**config.mk**
```make
export PLATFORM = sky130hd
export DESIGN_NAME = sgpio_bank
export DESIGN_NICKNAME = d
export VERILOG_FILES = /design/src/verilog/sgpio_pkg.sv /design/src/verilog/sgpio_bank.sv /design/src/verilog/sgpio_pin_sync.sv
export SDC_FILE = /design/constraint.sdc
export NUM_CORES = 1
export LEC_CHECK = 0
export ABC_AREA = 1
export BUFFER_PORTS_ARGS = -buffer_cell sky130_fd_sc_hd__buf_4
export CAP_MARGIN = 20
export CELL_PAD_IN_SITES_DETAIL_PLACEMENT = 0
export CELL_PAD_IN_SITES_GLOBAL_PLACEMENT = 1
export CORE_MARGIN = 1
export CORE_UTILIZATION = 40
export DETAILED_ROUTE_END_ITERATION = 10
export GPL_ROUTABILITY_DRIVEN = 0
export PLACE_DENSITY = 0.74
export RECOVER_POWER = 50
export SETUP_SLACK_MARGIN = 0.5
export SYNTH_ARGS = -nofsm -noshare
export SYNTH_HDL_FRONTEND = slang
export SYNTH_SLANG_ARGS = --single-unit
```
**constraint.sdc**
```tcl
create_clock -name CLOCK_IN -period 1.4 [get_ports CLOCK_IN]
set_input_delay 0.42 -clock CLOCK_IN [delete_from_list [all_inputs] [get_ports CLOCK_IN]]
set_output_delay 0.42 -clock CLOCK_IN [all_outputs]
set_load 0.02 [all_outputs]
```
**src/verilog/sgpio_pkg.sv**
```systemverilog
// Package: constants and carrier types for the configuration-port GPIO bank
package sgpio_pkg;
  localparam logic [7:0] SGPIO_IDX_PORT     = 8'h2e;
  localparam logic [7:0] SGPIO_DATA_PORT    = 8'h2f;
  localparam logic [7:0] SGPIO_KEY_ENTER    = 8'h87;
  localparam logic [7:0] SGPIO_KEY_EXIT     = 8'haa;
  localparam logic [7:0] SGPIO_IDX_LDSEL    = 8'h07;
  localparam logic [7:0] SGPIO_IDX_ENABLE   = 8'h30;
  localparam logic [7:0] SGPIO_IDX_DIR      = 8'he0;
  localparam logic [7:0] SGPIO_IDX_DATA     = 8'he1;
  localparam logic [7:0] SGPIO_IDX_INV      = 8'he2;
  localparam logic [7:0] SGPIO_LDEV_GPIO    = 8'h07;
  localparam logic [7:0] SGPIO_LDEV_ENABLE  = 8'h09;
  localparam int         SGPIO_EN_BIT       = 7;
  localparam logic [7:0] SGPIO_RST_ENABLE   = 8'h00;
  localparam logic [7:0] SGPIO_RST_DIR      = 8'hff;
  localparam logic [7:0] SGPIO_RST_DATA     = 8'h00;
  localparam logic [7:0] SGPIO_RST_INV      = 8'h00;
  localparam logic [7:0] SGPIO_RST_LDEV     = 8'h00;
  localparam logic [7:0] SGPIO_RST_INDEX    = 8'h00;
  localparam logic [7:0] SGPIO_READ_IDLE    = 8'hff;

  typedef enum logic [1:0] {
    SGPIO_LOCKED,
    SGPIO_HALF_KEY,
    SGPIO_OPEN
  } sgpio_mode_t;

  typedef struct packed {
    logic       wr;
    logic       rd;
    logic [7:0] addr;
    logic [7:0] wdata;
  } sgpio_io_t;

  typedef struct packed {
    logic [7:0] enable;
    logic [7:0] dir;
    logic [7:0] data;
    logic [7:0] inv;
  } sgpio_regs_t;
endpackage : sgpio_pkg

```
**src/verilog/sgpio_bank.sv**
```systemverilog
// GPIO bank behind a locked index/data configuration port pair
`timescale 1ns/1ps
`default_nettype none
module sgpio_bank (
  input  wire logic       CLOCK_IN,
  input  wire logic       RST_N_IN,
  input  wire logic       IO_WR_IN,
  input  wire logic       IO_RD_IN,
  input  wire logic [7:0] IO_ADDR_IN,
  input  wire logic [7:0] IO_WDATA_IN,
  output var  logic [7:0] IO_RDATA_OUT,
  output var  logic       CFG_OPEN_OUT,
  input  wire logic [7:0] PIN_IN,
  output var  logic [7:0] PIN_OUT,
  output var  logic [7:0] PIN_OE_OUT
);
  sgpio_pkg::sgpio_io_t   io;
  sgpio_pkg::sgpio_mode_t mode_q;
  sgpio_pkg::sgpio_mode_t mode_d;
  sgpio_pkg::sgpio_regs_t regs_q;
  sgpio_pkg::sgpio_regs_t regs_d;
  logic [7:0] index_q;
  logic [7:0] index_d;
  logic [7:0] ldev_q;
  logic [7:0] ldev_d;
  logic [7:0] rdata_q;
  logic [7:0] rdata_d;
  logic [7:0] pin_q;
  logic [7:0] pin_d;
  logic [7:0] oe_q;
  logic [7:0] oe_d;
  logic [7:0] pin_sync;
  logic [7:0] pin_seen;
  logic [7:0] data_view;
  logic       idx_wr;
  logic       dat_wr;
  logic       dat_rd;
  logic       gpio_sel;
  logic       en_sel;
  logic       bank_on;
  logic       open_q;
  logic       open_d;
  logic [7:0] data_merge;
  logic [7:0] oe_bits;
  logic [7:0] drv_bits;

  assign io = '{wr: IO_WR_IN, rd: IO_RD_IN, addr: IO_ADDR_IN, wdata: IO_WDATA_IN};

  // Pins are asynchronous to the bus clock
  sgpio_pin_sync u_sync (
    .clk_in   (CLOCK_IN),
    .rst_n_in (RST_N_IN),
    .async_in (PIN_IN),
    .sync_out (pin_sync)
  );

  assign idx_wr   = io.wr && (io.addr == sgpio_pkg::SGPIO_IDX_PORT);
  assign dat_wr   = io.wr && (io.addr == sgpio_pkg::SGPIO_DATA_PORT) &&
                    (mode_q == sgpio_pkg::SGPIO_OPEN);
  assign dat_rd   = io.rd && (io.addr == sgpio_pkg::SGPIO_DATA_PORT) &&
                    (mode_q == sgpio_pkg::SGPIO_OPEN);
  assign gpio_sel = (ldev_q == sgpio_pkg::SGPIO_LDEV_GPIO);
  assign en_sel   = (ldev_q == sgpio_pkg::SGPIO_LDEV_ENABLE);
  assign bank_on  = regs_q.enable[sgpio_pkg::SGPIO_EN_BIT];

  // Per-pin paths; input bits show the pin after the inversion mask, output bits the stored value
  for (genvar b = 0; b < $bits(PIN_IN); b++) begin : g_pin
    assign pin_seen[b]   = pin_sync[b] ^ regs_q.inv[b];
    assign data_view[b]  = regs_q.dir[b] ? pin_seen[b] : regs_q.data[b];
    // Input bits keep their stored value so a later direction flip is clean
    assign data_merge[b] = regs_q.dir[b] ? regs_q.data[b] : io.wdata[b];
    assign oe_bits[b]    = bank_on & ~regs_q.dir[b];
    assign drv_bits[b]   = regs_q.data[b] ^ regs_q.inv[b];
  end

  // Key sequence; any other index write between the two keys restarts it
  always_comb begin
    mode_d = mode_q;
    if (idx_wr) begin
      case (mode_q)
        sgpio_pkg::SGPIO_LOCKED: begin
          if (io.wdata == sgpio_pkg::SGPIO_KEY_ENTER) mode_d = sgpio_pkg::SGPIO_HALF_KEY;
        end
        sgpio_pkg::SGPIO_HALF_KEY: begin
          mode_d = (io.wdata == sgpio_pkg::SGPIO_KEY_ENTER) ?
                   sgpio_pkg::SGPIO_OPEN : sgpio_pkg::SGPIO_LOCKED;
        end
        sgpio_pkg::SGPIO_OPEN: begin
          if (io.wdata == sgpio_pkg::SGPIO_KEY_EXIT) mode_d = sgpio_pkg::SGPIO_LOCKED;
        end
        default: mode_d = sgpio_pkg::SGPIO_LOCKED;
      endcase
    end
    open_d = (mode_d == sgpio_pkg::SGPIO_OPEN);
  end

  // Open flag taken from the next state so it lines up with mode_q
  always_ff @(posedge CLOCK_IN or negedge RST_N_IN) begin
    if (!RST_N_IN) begin
      mode_q <= sgpio_pkg::SGPIO_LOCKED;
      open_q <= '0;
    end else begin
      mode_q <= mode_d;
      open_q <= open_d;
    end
  end

  // Index and register writes
  always_comb begin
    index_d = index_q;
    ldev_d  = ldev_q;
    regs_d  = regs_q;
    if (idx_wr && (mode_q == sgpio_pkg::SGPIO_OPEN) &&
        (io.wdata != sgpio_pkg::SGPIO_KEY_EXIT)) begin
      index_d = io.wdata;
    end
    if (dat_wr) begin
      case (index_q)
        sgpio_pkg::SGPIO_IDX_LDSEL: begin
          ldev_d = io.wdata;
        end
        sgpio_pkg::SGPIO_IDX_ENABLE: begin
          if (en_sel) regs_d.enable = io.wdata;
        end
        sgpio_pkg::SGPIO_IDX_DIR: begin
          if (gpio_sel) regs_d.dir = io.wdata;
        end
        sgpio_pkg::SGPIO_IDX_DATA: begin
          if (gpio_sel) regs_d.data = data_merge;
        end
        sgpio_pkg::SGPIO_IDX_INV: begin
          if (gpio_sel) regs_d.inv = io.wdata;
        end
        // Unmapped indexes take no write
        default: begin
        end
      endcase
    end
  end

  // Read data stands one cycle, idle value otherwise
  always_comb begin
    rdata_d = sgpio_pkg::SGPIO_READ_IDLE;
    if (dat_rd) begin
      case (index_q)
        sgpio_pkg::SGPIO_IDX_LDSEL: begin
          rdata_d = ldev_q;
        end
        sgpio_pkg::SGPIO_IDX_ENABLE: begin
          if (en_sel) rdata_d = regs_q.enable;
        end
        sgpio_pkg::SGPIO_IDX_DIR: begin
          if (gpio_sel) rdata_d = regs_q.dir;
        end
        sgpio_pkg::SGPIO_IDX_DATA: begin
          if (gpio_sel) rdata_d = data_view;
        end
        sgpio_pkg::SGPIO_IDX_INV: begin
          if (gpio_sel) rdata_d = regs_q.inv;
        end
        // Unmapped indexes read the idle value
        default: begin
        end
      endcase
    end
  end

  // Pin drivers; disabled bank floats every pin
  always_comb begin
    oe_d  = oe_bits;
    pin_d = drv_bits;
  end

  // Configuration survives mode exit; only reset clears it
  always_ff @(posedge CLOCK_IN or negedge RST_N_IN) begin
    if (!RST_N_IN) begin
      index_q       <= sgpio_pkg::SGPIO_RST_INDEX;
      ldev_q        <= sgpio_pkg::SGPIO_RST_LDEV;
      regs_q.enable <= sgpio_pkg::SGPIO_RST_ENABLE;
      regs_q.dir    <= sgpio_pkg::SGPIO_RST_DIR;
      regs_q.data   <= sgpio_pkg::SGPIO_RST_DATA;
      regs_q.inv    <= sgpio_pkg::SGPIO_RST_INV;
    end else begin
      index_q <= index_d;
      ldev_q  <= ldev_d;
      regs_q  <= regs_d;
    end
  end

  always_ff @(posedge CLOCK_IN or negedge RST_N_IN) begin
    if (!RST_N_IN) begin
      rdata_q <= sgpio_pkg::SGPIO_READ_IDLE;
    end else begin
      rdata_q <= rdata_d;
    end
  end

  // Registered so the pins never see decode glitches
  always_ff @(posedge CLOCK_IN or negedge RST_N_IN) begin
    if (!RST_N_IN) begin
      pin_q <= '0;
      oe_q  <= '0;
    end else begin
      pin_q <= pin_d;
      oe_q  <= oe_d;
    end
  end

  assign IO_RDATA_OUT = rdata_q;
  assign CFG_OPEN_OUT = open_q;
  assign PIN_OUT      = pin_q;
  assign PIN_OE_OUT   = oe_q;
endmodule : sgpio_bank
`default_nettype wire

```
**src/verilog/sgpio_pin_sync.sv**
```systemverilog
// Two-flop synchroniser for the pin inputs of the bank
`timescale 1ns/1ps
`default_nettype none
module sgpio_pin_sync (
  input  wire logic       clk_in,
  input  wire logic       rst_n_in,
  input  wire logic [7:0] async_in,
  output var  logic [7:0] sync_out
);
  logic [7:0] meta_q;
  logic [7:0] meta_d;
  logic [7:0] sync_q;
  logic [7:0] sync_d;

  always_comb begin
    meta_d = async_in;
    sync_d = meta_q;
  end

  always_ff @(posedge clk_in or negedge rst_n_in) begin
    if (!rst_n_in) begin
      meta_q <= 8'h00;
      sync_q <= 8'h00;
    end else begin
      meta_q <= meta_d;
      sync_q <= sync_d;
    end
  end

  assign sync_out = sync_q;
endmodule : sgpio_pin_sync
`default_nettype wire

```
=== Yosys cells after proc, flatten, opt, wreduce, memory -nomap -nowiden ===
Cells that the tools add are included.

* Output and inout port bits: 25
* Register bits: 91
* Word-level logic and storage cells: 106
* Bits of input ports: 28

* Reductions and logical operators: 20
* Multiplexer cells: 19
* Bitwise gates (word level): 32
* Eq/ne operators: 15

{| class="wikitable"
|+ Operators by type and width
! operator !! count
|-
| equality test 8 bit (second input constant) || 5
|-
| two-way mux 8 bit || 5
|-
| one-hot mux 8 bit (5 select lines) || 1
|-
| AND reduction 4 bit || 8
|-
| equality test 8 x 6 -> 1 bit (second input constant) || 3
|-
| equality test 8 x 3 -> 1 bit (second input constant) || 2
|-
| bitwise XOR 1 bit || 16
|-
| AND reduction 3 bit || 3
|-
| AND 1 bit || 8
|-
| equality test 8 x 4 -> 1 bit (second input constant) || 1
|-
| two-way mux 1 bit || 8
|-
| two-way mux 2 bit || 4
|-
| != test 8 bit (second input constant) || 1
|-
| NOT 1 bit || 8
|-
| logical AND 1 bit || 7
|-
| one-hot mux 2 bit (3 select lines) || 1
|-
| equality test 2 bit (second input constant) || 2
|-
| equality test 2 x 1 -> 1 bit (second input constant) || 1
|-
| logical NOT 2 bit || 1
|-
| AND reduction 2 bit || 1
|}

=== Longest topological paths before layout ===
Gate-level depths: netlist (run 1).

* Depth after elaboration: 5
* Gate-level depth with buffers: 10
* Gate-level depth less buffers: 9

=== Modules after synthesis ===
A second synthesis (run 1) with hierarchy kept.

* Cell total of the unflattened synthesis: 547
* Area total of the unflattened synthesis: 4428.0 um2

{| class="wikitable"
|+ By module, submodules not included
! module !! area each (um2) !! times used !! seq. area each (um2) !! cells an instance
|-
| sgpio_bank || 4027.6 || 1 || 1896.8 || 531
|-
| sgpio_pin_sync || 400.4 || 1 || 400.4 || 16
|}

=== Worst setup path after synthesis (run 1) ===
OpenSTA, ideal clock, no wires.

* Path type: input-to-reg
* Start: in IO_ADDR_IN[6]
* End: reg ldev_q[6]
* Path buffers: 1
* Slack: -38 ps
* Required time: 1279 ps
* Setup time: 121 ps
* Data arrival time: 1316 ps
* Stages: 9
* Cells stage by stage: inv_1 nand2_1 nor2_4 nand2_2 nor2_8 nand3_4 buf_6 nand2_1 o21ai_2

* Cells in the longest elaborated chain, start to end: 4

{| class="wikitable"
|+ Ends and longest elaborated chain
! element !! RTL line !! text
|-
| start: declaration || sgpio_bank.sv:9 || <nowiki>input wire logic [7:0] IO_ADDR_IN,</nowiki>
|-
| equality test 8 x 6 -> 1 bit || sgpio_bank.sv:58 || <nowiki>assign dat_wr = io.wr && (io.addr == sgpio_pkg::SGPIO_DATA_PORT) &&</nowiki>
|-
| logical AND 1 bit (2 in series) || sgpio_bank.sv:58 ||
|-
| AND reduction 2 bit (no line) || -- ||
|-
| end signal: assignment || sgpio_bank.sv:178 || <nowiki>ldev_q <= sgpio_pkg::SGPIO_RST_LDEV;</nowiki>
|-
| end signal: assignment || sgpio_bank.sv:185 || <nowiki>ldev_q <= ldev_d;</nowiki>
|-
| end: declaration || sgpio_bank.sv:24 || <nowiki>logic [7:0] ldev_q;</nowiki>
|}

Every way passes these cells.
A chain may end at the register's enable or synchronous reset.

=== Worst setup path after layout (run 1) ===
* Start: reg ldev_q[7]
* End: reg regs_q[14] (netlist bit)

* Cells in the longest elaborated chain, start to end: 2

{| class="wikitable"
|+ Ends and longest elaborated chain
! element !! RTL line !! text
|-
| equality test 8 x 3 -> 1 bit || sgpio_bank.sv:62 || <nowiki>assign gpio_sel = (ldev_q == sgpio_pkg::SGPIO_LDEV_GPIO);</nowiki>
|-
| AND reduction 4 bit (no line) || -- ||
|-
| end signal: assignment || sgpio_bank.sv:186 || <nowiki>regs_q <= regs_d;</nowiki>
|-
| end: declaration || sgpio_bank.sv:20 || <nowiki>sgpio_pkg::sgpio_regs_t regs_q;</nowiki>
|}

Every way passes these cells.

==> flow_metrics.env, run 1 <==
export IMPL_status="finished with violations"
export IMPL_violations="setup timing"
export IMPL_setup_violations=47
export IMPL_final_cells=806
export IMPL_grt_pass1_vias=3880
export IMPL_rsz0062_at_grt="true"
export IMPL_die_h_um=108
export IMPL_rr_startpoint="ldev_q[7]"
export IMPL_postCtsHoldBufs=0
export IMPL_period_share_pct=104
export IMPL_fin_skew_ps=11.0
export IMPL_clk_latency_ps=370
export IMPL_critPathLaunchType="flop"
export IMPL_synthTopCellsByArea="dfrtp_1, nand2_1, dfstp_2"
export IMPL_arrival_ps=1700
export IMPL_synth_xor_area_share_pct=1.55
export IMPL_post_synth_top_count_cell="nand2_1"
export IMPL_clk_pin_slew_ps=90
export IMPL_min_period_ps=1450
export IMPL_grt_overflow_total=0
export IMPL_drc=0
export IMPL_synth_simple_area_share_pct=34.8
export IMPL_critical_path_class="flop to flop"
export IMPL_reg2reg_depth=9
export IMPL_clk_path_buf_depth=2
export IMPL_min_from="PIN_IN[7]"
export IMPL_hold_path_depth=1
export IMPL_htreeDepth=3
export IMPL_final_cell_area_um2=6500
export IMPL_synth_edf_count=0
export IMPL_synth_top_family_by_area="simple AND/OR/NAND/NOR gates"
export IMPL_worstPathMaxFanout=10
export IMPL_wl_um=12400
export IMPL_hold_path_class="primary input to flop"
export IMPL_fin_ws_ps=-50.3
export IMPL_cts_root_buf="clkbuf_8"
export IMPL_synth_area_um2=4510
export IMPL_synth_seq_area_share_pct=50.9
export IMPL_hold_end="u_sync.meta_q[7]"
export IMPL_yosys_top_cells_count="nand2_1, dfrtp_1, nand3_1"
export IMPL_max_freq_ghz=0.690
export IMPL_utilization_pct=59.7
export IMPL_synth_lib_cells_used_distinct=27
export IMPL_ant_nets=0
export IMPL_drive_gt1_share_pct=48.0
export IMPL_first_pass_iters=7
export IMPL_total_leakage_power_uw=0.00313
export IMPL_crit_path_end_kind="flop"
export IMPL_rows=38
export IMPL_synth_main_ff_cell="dfrtp_1"
export IMPL_port_buffers=52
export IMPL_initial_utilization_pct=41.4
export IMPL_drtIter0Drc=204
export IMPL_grt_pass1_wl_um=20200
export IMPL_reg2reg_to="regs_q[14]"
export IMPL_routedWlPerCell_um=15.3
export IMPL_cts_buffers_inserted=9
export IMPL_final_nets=689
export IMPL_yosys_area_top_type="dfrtp_1"
export IMPL_slew_headroom_pct=25.1
export IMPL_hpwl_um=8700
export IMPL_drv_slew=0
export IMPL_p_per_area_nw_per_um2=753
export IMPL_grt_total_usage_pct=23.5
export IMPL_n_antenna_cell=0
export IMPL_grt_max_degree=51
export IMPL_cap_violations=0
export IMPL_synthCells=533
export IMPL_avgSynthCellArea_um2=8.46
export IMPL_rrSetupSlack_ps=-50
export IMPL_hold_violations=0
export IMPL_synth_seq_cells=91
export IMPL_synth_compound_area_share_pct=6.30
export IMPL_worst_ep_required_time_ps=1650
export IMPL_worst_slew_pin_slew_ps=1120
export IMPL_place_area_um2=5500
export IMPL_synth_top_cell_area_share_pct=41.6
export IMPL_synthAdderAreaFrac_pct=0
export IMPL_placed_cells=765
export IMPL_synth_nets=561
export IMPL_muxShareOfSynthArea_pct=0
export IMPL_vias=3939
export IMPL_cts_sinks=91
export IMPL_antenna_found_initial=0
export IMPL_die_width_um=108
export IMPL_vias_per_cell=4.89
export IMPL_core_um2=10900
export IMPL_ys_warn_count=0
export IMPL_areaGrowthSynthToFinish_pct=44.1
export IMPL_hold_ws_ps=174
export IMPL_cts_tree="done"
export IMPL_io_pins=53
export IMPL_async_flop_share_pct=100
export IMPL_ir_drop_v=0.000590
export IMPL_die_area_um2=11700
==> logic make-up (layout without fill, tap and decap cells) <==
logic type / after synthesis / in the layout
DFF: 91 / 91
xor gates and xnor gates: 8 / 8
buffers and inverters: 65 / 195
AOI/OAI and AO/OA: 41 / 41
and+or+nand+nor: 328 / 331
==> repair_timing <==
action,CTS,global route
setup endpoints to repair,85,84
gates resized for setup,101,49
gates cloned,3,1
pin swaps,58,38
setup buffers,12,9
==> worst max-delay path, cell delays in order (launching register included) <==
cell     delay, ps
dfrtp_1        400
inv_2           70
nand2_4         60
nor2_8         230
nand2_8        110
nor2_8         170
buf_12         150
nand2_2         40
nand2_1         50
nand2_1         50
==> worst max path at each step <==
stage                    startpoint              end  cells past startpoint
floorplan             IO_ADDR_IN[7]        ldev_q[7]                      9
global placement      IO_ADDR_IN[7]        ldev_q[1]                      9
detailed placement    IO_ADDR_IN[7]        ldev_q[4]                      9
CTS                 IO_RDATA_OUT[6]  IO_RDATA_OUT[6]                      1
global route              ldev_q[6]       regs_q[26]                      8
finish                    ldev_q[7]       regs_q[14]                      9
==> where the power goes <==
group | switching (µW) | total, µW | internal, µW
registers | 9.28 | 2660 | 2650
clock network | 920 | 1980 | 1060
logic | 160 | 250 | 90.4
==> layer usage <==
layer  track usage (%)  routed length, µm  vias up
li1                  -                  -     1935
met1              32.2               5570     1897
met2              38.0               6080       89
met3              3.56                509       18
met4              8.12                199        0
met5                 0                  0        -
==> registers in the layout, indices dropped and copies added, names as in the netlist <==
| register | count |
|---|---|
| index_q | 8 |
| IO_RDATA_OUT | 8 |
| bank_on | 1 |
| u_sync.meta_q | 8 |
| PIN_OE_OUT | 8 |
| CFG_OPEN_OUT | 1 |
| PIN_OUT | 8 |
| mode_q | 2 |
| regs_q | 31 |
| ldev_q | 8 |
| u_sync.sync_out | 8 |
==> placed cells by master, fill, tap and decap left out, types with 2 or more instances in the layout <==
| cell | instances |
|---|---|
| o21ai_1 | 4 |
| inv_1 | 39 |
| dfrtp_1 | 73 |
| nor2_2 | 13 |
| dfstp_2 | 16 |
| nand2_8 | 3 |
| xor2_1 | 8 |
| inv_2 | 13 |
| dfrtp_2 | 2 |
| nor2_1 | 46 |
| nand2_2 | 53 |
| o21ai_2 | 22 |
| nand3_2 | 14 |
| nand3_4 | 7 |
| clkbuf_1 | 3 |
| nor3_2 | 2 |
| o21ai_0 | 8 |
| bufinv_16 | 2 |
| buf_6 | 35 |
| buf_4 | 65 |
| a21oi_1 | 7 |
| nand2_4 | 14 |
| nand2_1 | 109 |
| nor2_4 | 15 |
| inv_6 | 3 |
| nor2_8 | 4 |
| nand3_1 | 47 |
| clkbuf_4 | 8 |
| buf_8 | 2 |
| buf_12 | 7 |
| clkbuf_8 | 10 |
| clkinvlp_4 | 2 |
==> through the flow <==
stage / total power, µW / setup slack [ps] / setup TNS [ps]
final: 4890 / -50.3 / -1060
after detailed placement: 2970 / -293 / -11930
after global routing: 5080 / -149 / -5720
after CTS: 4990 / -58.4 / -734
after floorplan: 2760 / -1.62 / -1.62
after global placement: 2970 / -267 / -10820
==> final cells by class <==
| class | instances | area [µm²] |
|---|---|---|
| clock buffers | 12 | 145 |
| clock inverters | 4 | 76.3 |
| fillers | 933 | 4390 |
| inverters | 58 | 262 |
| multi-input cells | 380 | 2390 |
| flip-flops and latches | 91 | 2300 |
| well taps | 140 | 175 |
| repair buffers | 121 | 1150 |
(Power assumes the default switching activity.)
==> inputs of run 2 (changes only) <==
--- a/config.mk
+++ b/config.mk
@@ -11,10 +11,11 @@
 export CELL_PAD_IN_SITES_DETAIL_PLACEMENT = 0
 export CELL_PAD_IN_SITES_GLOBAL_PLACEMENT = 1
 export CORE_MARGIN = 1
-export CORE_UTILIZATION = 40
+export CORE_UTILIZATION = 45
 export DETAILED_ROUTE_END_ITERATION = 10
 export GPL_ROUTABILITY_DRIVEN = 0
-export PLACE_DENSITY = 0.74
+export MAX_ROUTING_LAYER = met4
+export PLACE_DENSITY = 0.79
 export RECOVER_POWER = 50
 export SETUP_SLACK_MARGIN = 0.5
 export SYNTH_ARGS = -nofsm -noshare
==> constraint.sdc (replaced) <==
create_clock -name CLOCK_IN -period 1.8 [get_ports CLOCK_IN]
set_input_delay 0.54 -clock CLOCK_IN [delete_from_list [all_inputs] [get_ports CLOCK_IN]]
set_output_delay 0.54 -clock CLOCK_IN [all_outputs]
set_load 0.02 [all_outputs]
==> run 2 against run 1 <==
  * The run now ends clean
  * Design area shrank 4.1%
  * Cell count is 3.7% lower
  * Critical path depth fell by 8
  * Largest cell class unchanged
  * Highest routed layer unchanged
==> flow_metrics.env, run 2 (synthesis results as in run 1) <==
export IMPL_n_antenna_cell=0
export IMPL_critical_path_class="flop to primary output"
export IMPL_p_seq_share_pct=56.9
export IMPL_setup_violations=0
export IMPL_hold_path_class="primary input to async pin"
export IMPL_fill_cells=839
export IMPL_final_cell_mix="nand2_1, dfrtp_1, nand2_2"
export IMPL_final_nets=666
export IMPL_initial_utilization_pct=46.3
export IMPL_clk_pin_slew_ps=100
export IMPL_placed_cells=732
export IMPL_largest_register="regs_q"
export IMPL_critical_path_max_stage_delay_ps=540
export IMPL_first_pass_iters=5
export IMPL_grt_pass1_vias=3683
export IMPL_port_buffers=52
export IMPL_worst_ep_required_time_ps=1260
export IMPL_worst_slew_pin_slew_ps=902
export IMPL_fin_skew_ps=14.7
export IMPL_vias_per_cell=4.99
export IMPL_die_h_um=102
export IMPL_slew_headroom_pct=39.9
export IMPL_antenna_found_initial=0
export IMPL_p_comb_share_pct=4.8
export IMPL_final_common_cell="nand2_1"
export IMPL_drtIter0Drc=246
export IMPL_crit_buf_inv=1
export IMPL_ant_nets=0
export IMPL_wl_um=12000
export IMPL_crit_path_end_kind="primary output"
export IMPL_cts_tree="done"
export IMPL_clk_latency_ps=370
export IMPL_drv_slew=0
export IMPL_max_freq_ghz=0.644
export IMPL_p_sw_share_pct=23.8
export IMPL_cts_buffers_inserted=9
export IMPL_routedWlPerCell_um=15.5
export IMPL_io_pins=53
export IMPL_internal_power_uw=2770
export IMPL_drc=0
export IMPL_cp_cell_sequence="buf_6"
export IMPL_die_area_um2=10400
export IMPL_htreeDepth=3
export IMPL_hpwl_um=8190
export IMPL_ir_drop_v=0.000473
export IMPL_vias=3876
export IMPL_clkPwrFrac_pct=38.3
export IMPL_grt_max_degree=40
export IMPL_slowest_stage="dfstp_2"
export IMPL_min_period_ps=1550
export IMPL_worstPathMaxFanout=1
export IMPL_crit_family="flip-flops"
export IMPL_power_switching_uw=867
export IMPL_hold_violations=0
export IMPL_largest_register_ffs=31
export IMPL_status="finished, final reports clean"
export IMPL_period_share_pct=86.3
export IMPL_critPathLaunchType="flop"
export IMPL_hold_ws_ps=44.5
export IMPL_p_total_uw=3640
export IMPL_areaGrowthSynthToFinish_pct=38.2
export IMPL_die_width_um=102
export IMPL_final_cells=776
export IMPL_arrival_ps=1010
export IMPL_p_per_area_nw_per_um2=584
export IMPL_cts_sinks=91
export IMPL_grt_overflow_total=0
export IMPL_rows=36
export IMPL_grt_total_usage_pct=25.9
export IMPL_cts_root_buf="clkbuf_8"
export IMPL_grt_pass1_wl_um=19200
export IMPL_rsz0062_at_grt="true"
export IMPL_core_um2=9730
export IMPL_cap_violations=0
export IMPL_clk_path_buf_depth=2
export IMPL_drive_gt1_share_pct=45.6
export IMPL_total_leakage_power_uw=0.00302
export IMPL_tns_ps=0
export IMPL_rrSetupSlack_ps=300
-- run 2: cell types whose count changed in the layout (fill, tap and decap cells not counted), sizes merged --
cell and change:
inv +2, clkinv +1, buf -21, bufinv -1, clkbuf -3, nand2 -1
-- run 2: area by class of cell --
class / instances / area (µm²) / area share (%)
repair buffers: 99 / 988 / 15.9
clock inverters: 6 / 65.1 / 1.04
multi-input cells: 379 / 2330 / 37.4
flip-flops and latches: 91 / 2300 / 36.9
inverters: 58 / 254 / 4.08
clock buffers: 10 / 128 / 2.05
well taps: 133 / 166 / 2.67
-- run 2: layer usage --
metal	GRT usage, %	part of all wire [%]
met1	35.1	45
met2	40.7	49
met3	3.63	4.7
met4	6.92	1.5
met5	-	0
-- run 2: what timing repair did --
action	in CTS	in global routing
setup endpoints to repair	81	83
pin swaps	26	24
gates cloned	3	0
resized for setup	96	56
setup buffers	17	8
hold buffers	0	0
-- run 2: power by group through the flow --
stage | sequential (µW) | clock, µW | combinational [µW]
after floorplan | 2110 | 0 | 37.3
after global placement | 2110 | 0 | 177
after detailed placement | 2110 | 0 | 179
after CTS | 2070 | 1430 | 186
after global routing | 2070 | 1510 | 192
final | 2070 | 1400 | 174
-- run 2: metrics by stage --
stage	cell area [µm²]	setup slack (ps)	util [%]
5_1_grt	6230	212	64.0
6_report	6230	246	64.0
3_3_place_gp	5260	20.2	54.1
3_5_place_dp	5260	0.685	54.1
2_1_floorplan	4570	272	-
4_1_cts	6010	231	61.8
-- run 2: final timing paths --
check | start | depth (start not counted) | endpoint
worst max-delay path | IO_RDATA_OUT[3] | 1 | IO_RDATA_OUT[3]
worst min-delay path | RST_N_IN | 1 | ldev_q[6]
min in group CLOCK_IN | PIN_IN[3] | 1 | u_sync.meta_q[3]
max in group asynchronous | RST_N_IN | 2 | u_sync.meta_q[4]
worst max register to register | ldev_q[3] | 9 | regs_q[9]
worst min register to register | u_sync.meta_q[1] | 0 | u_sync.sync_out[1]
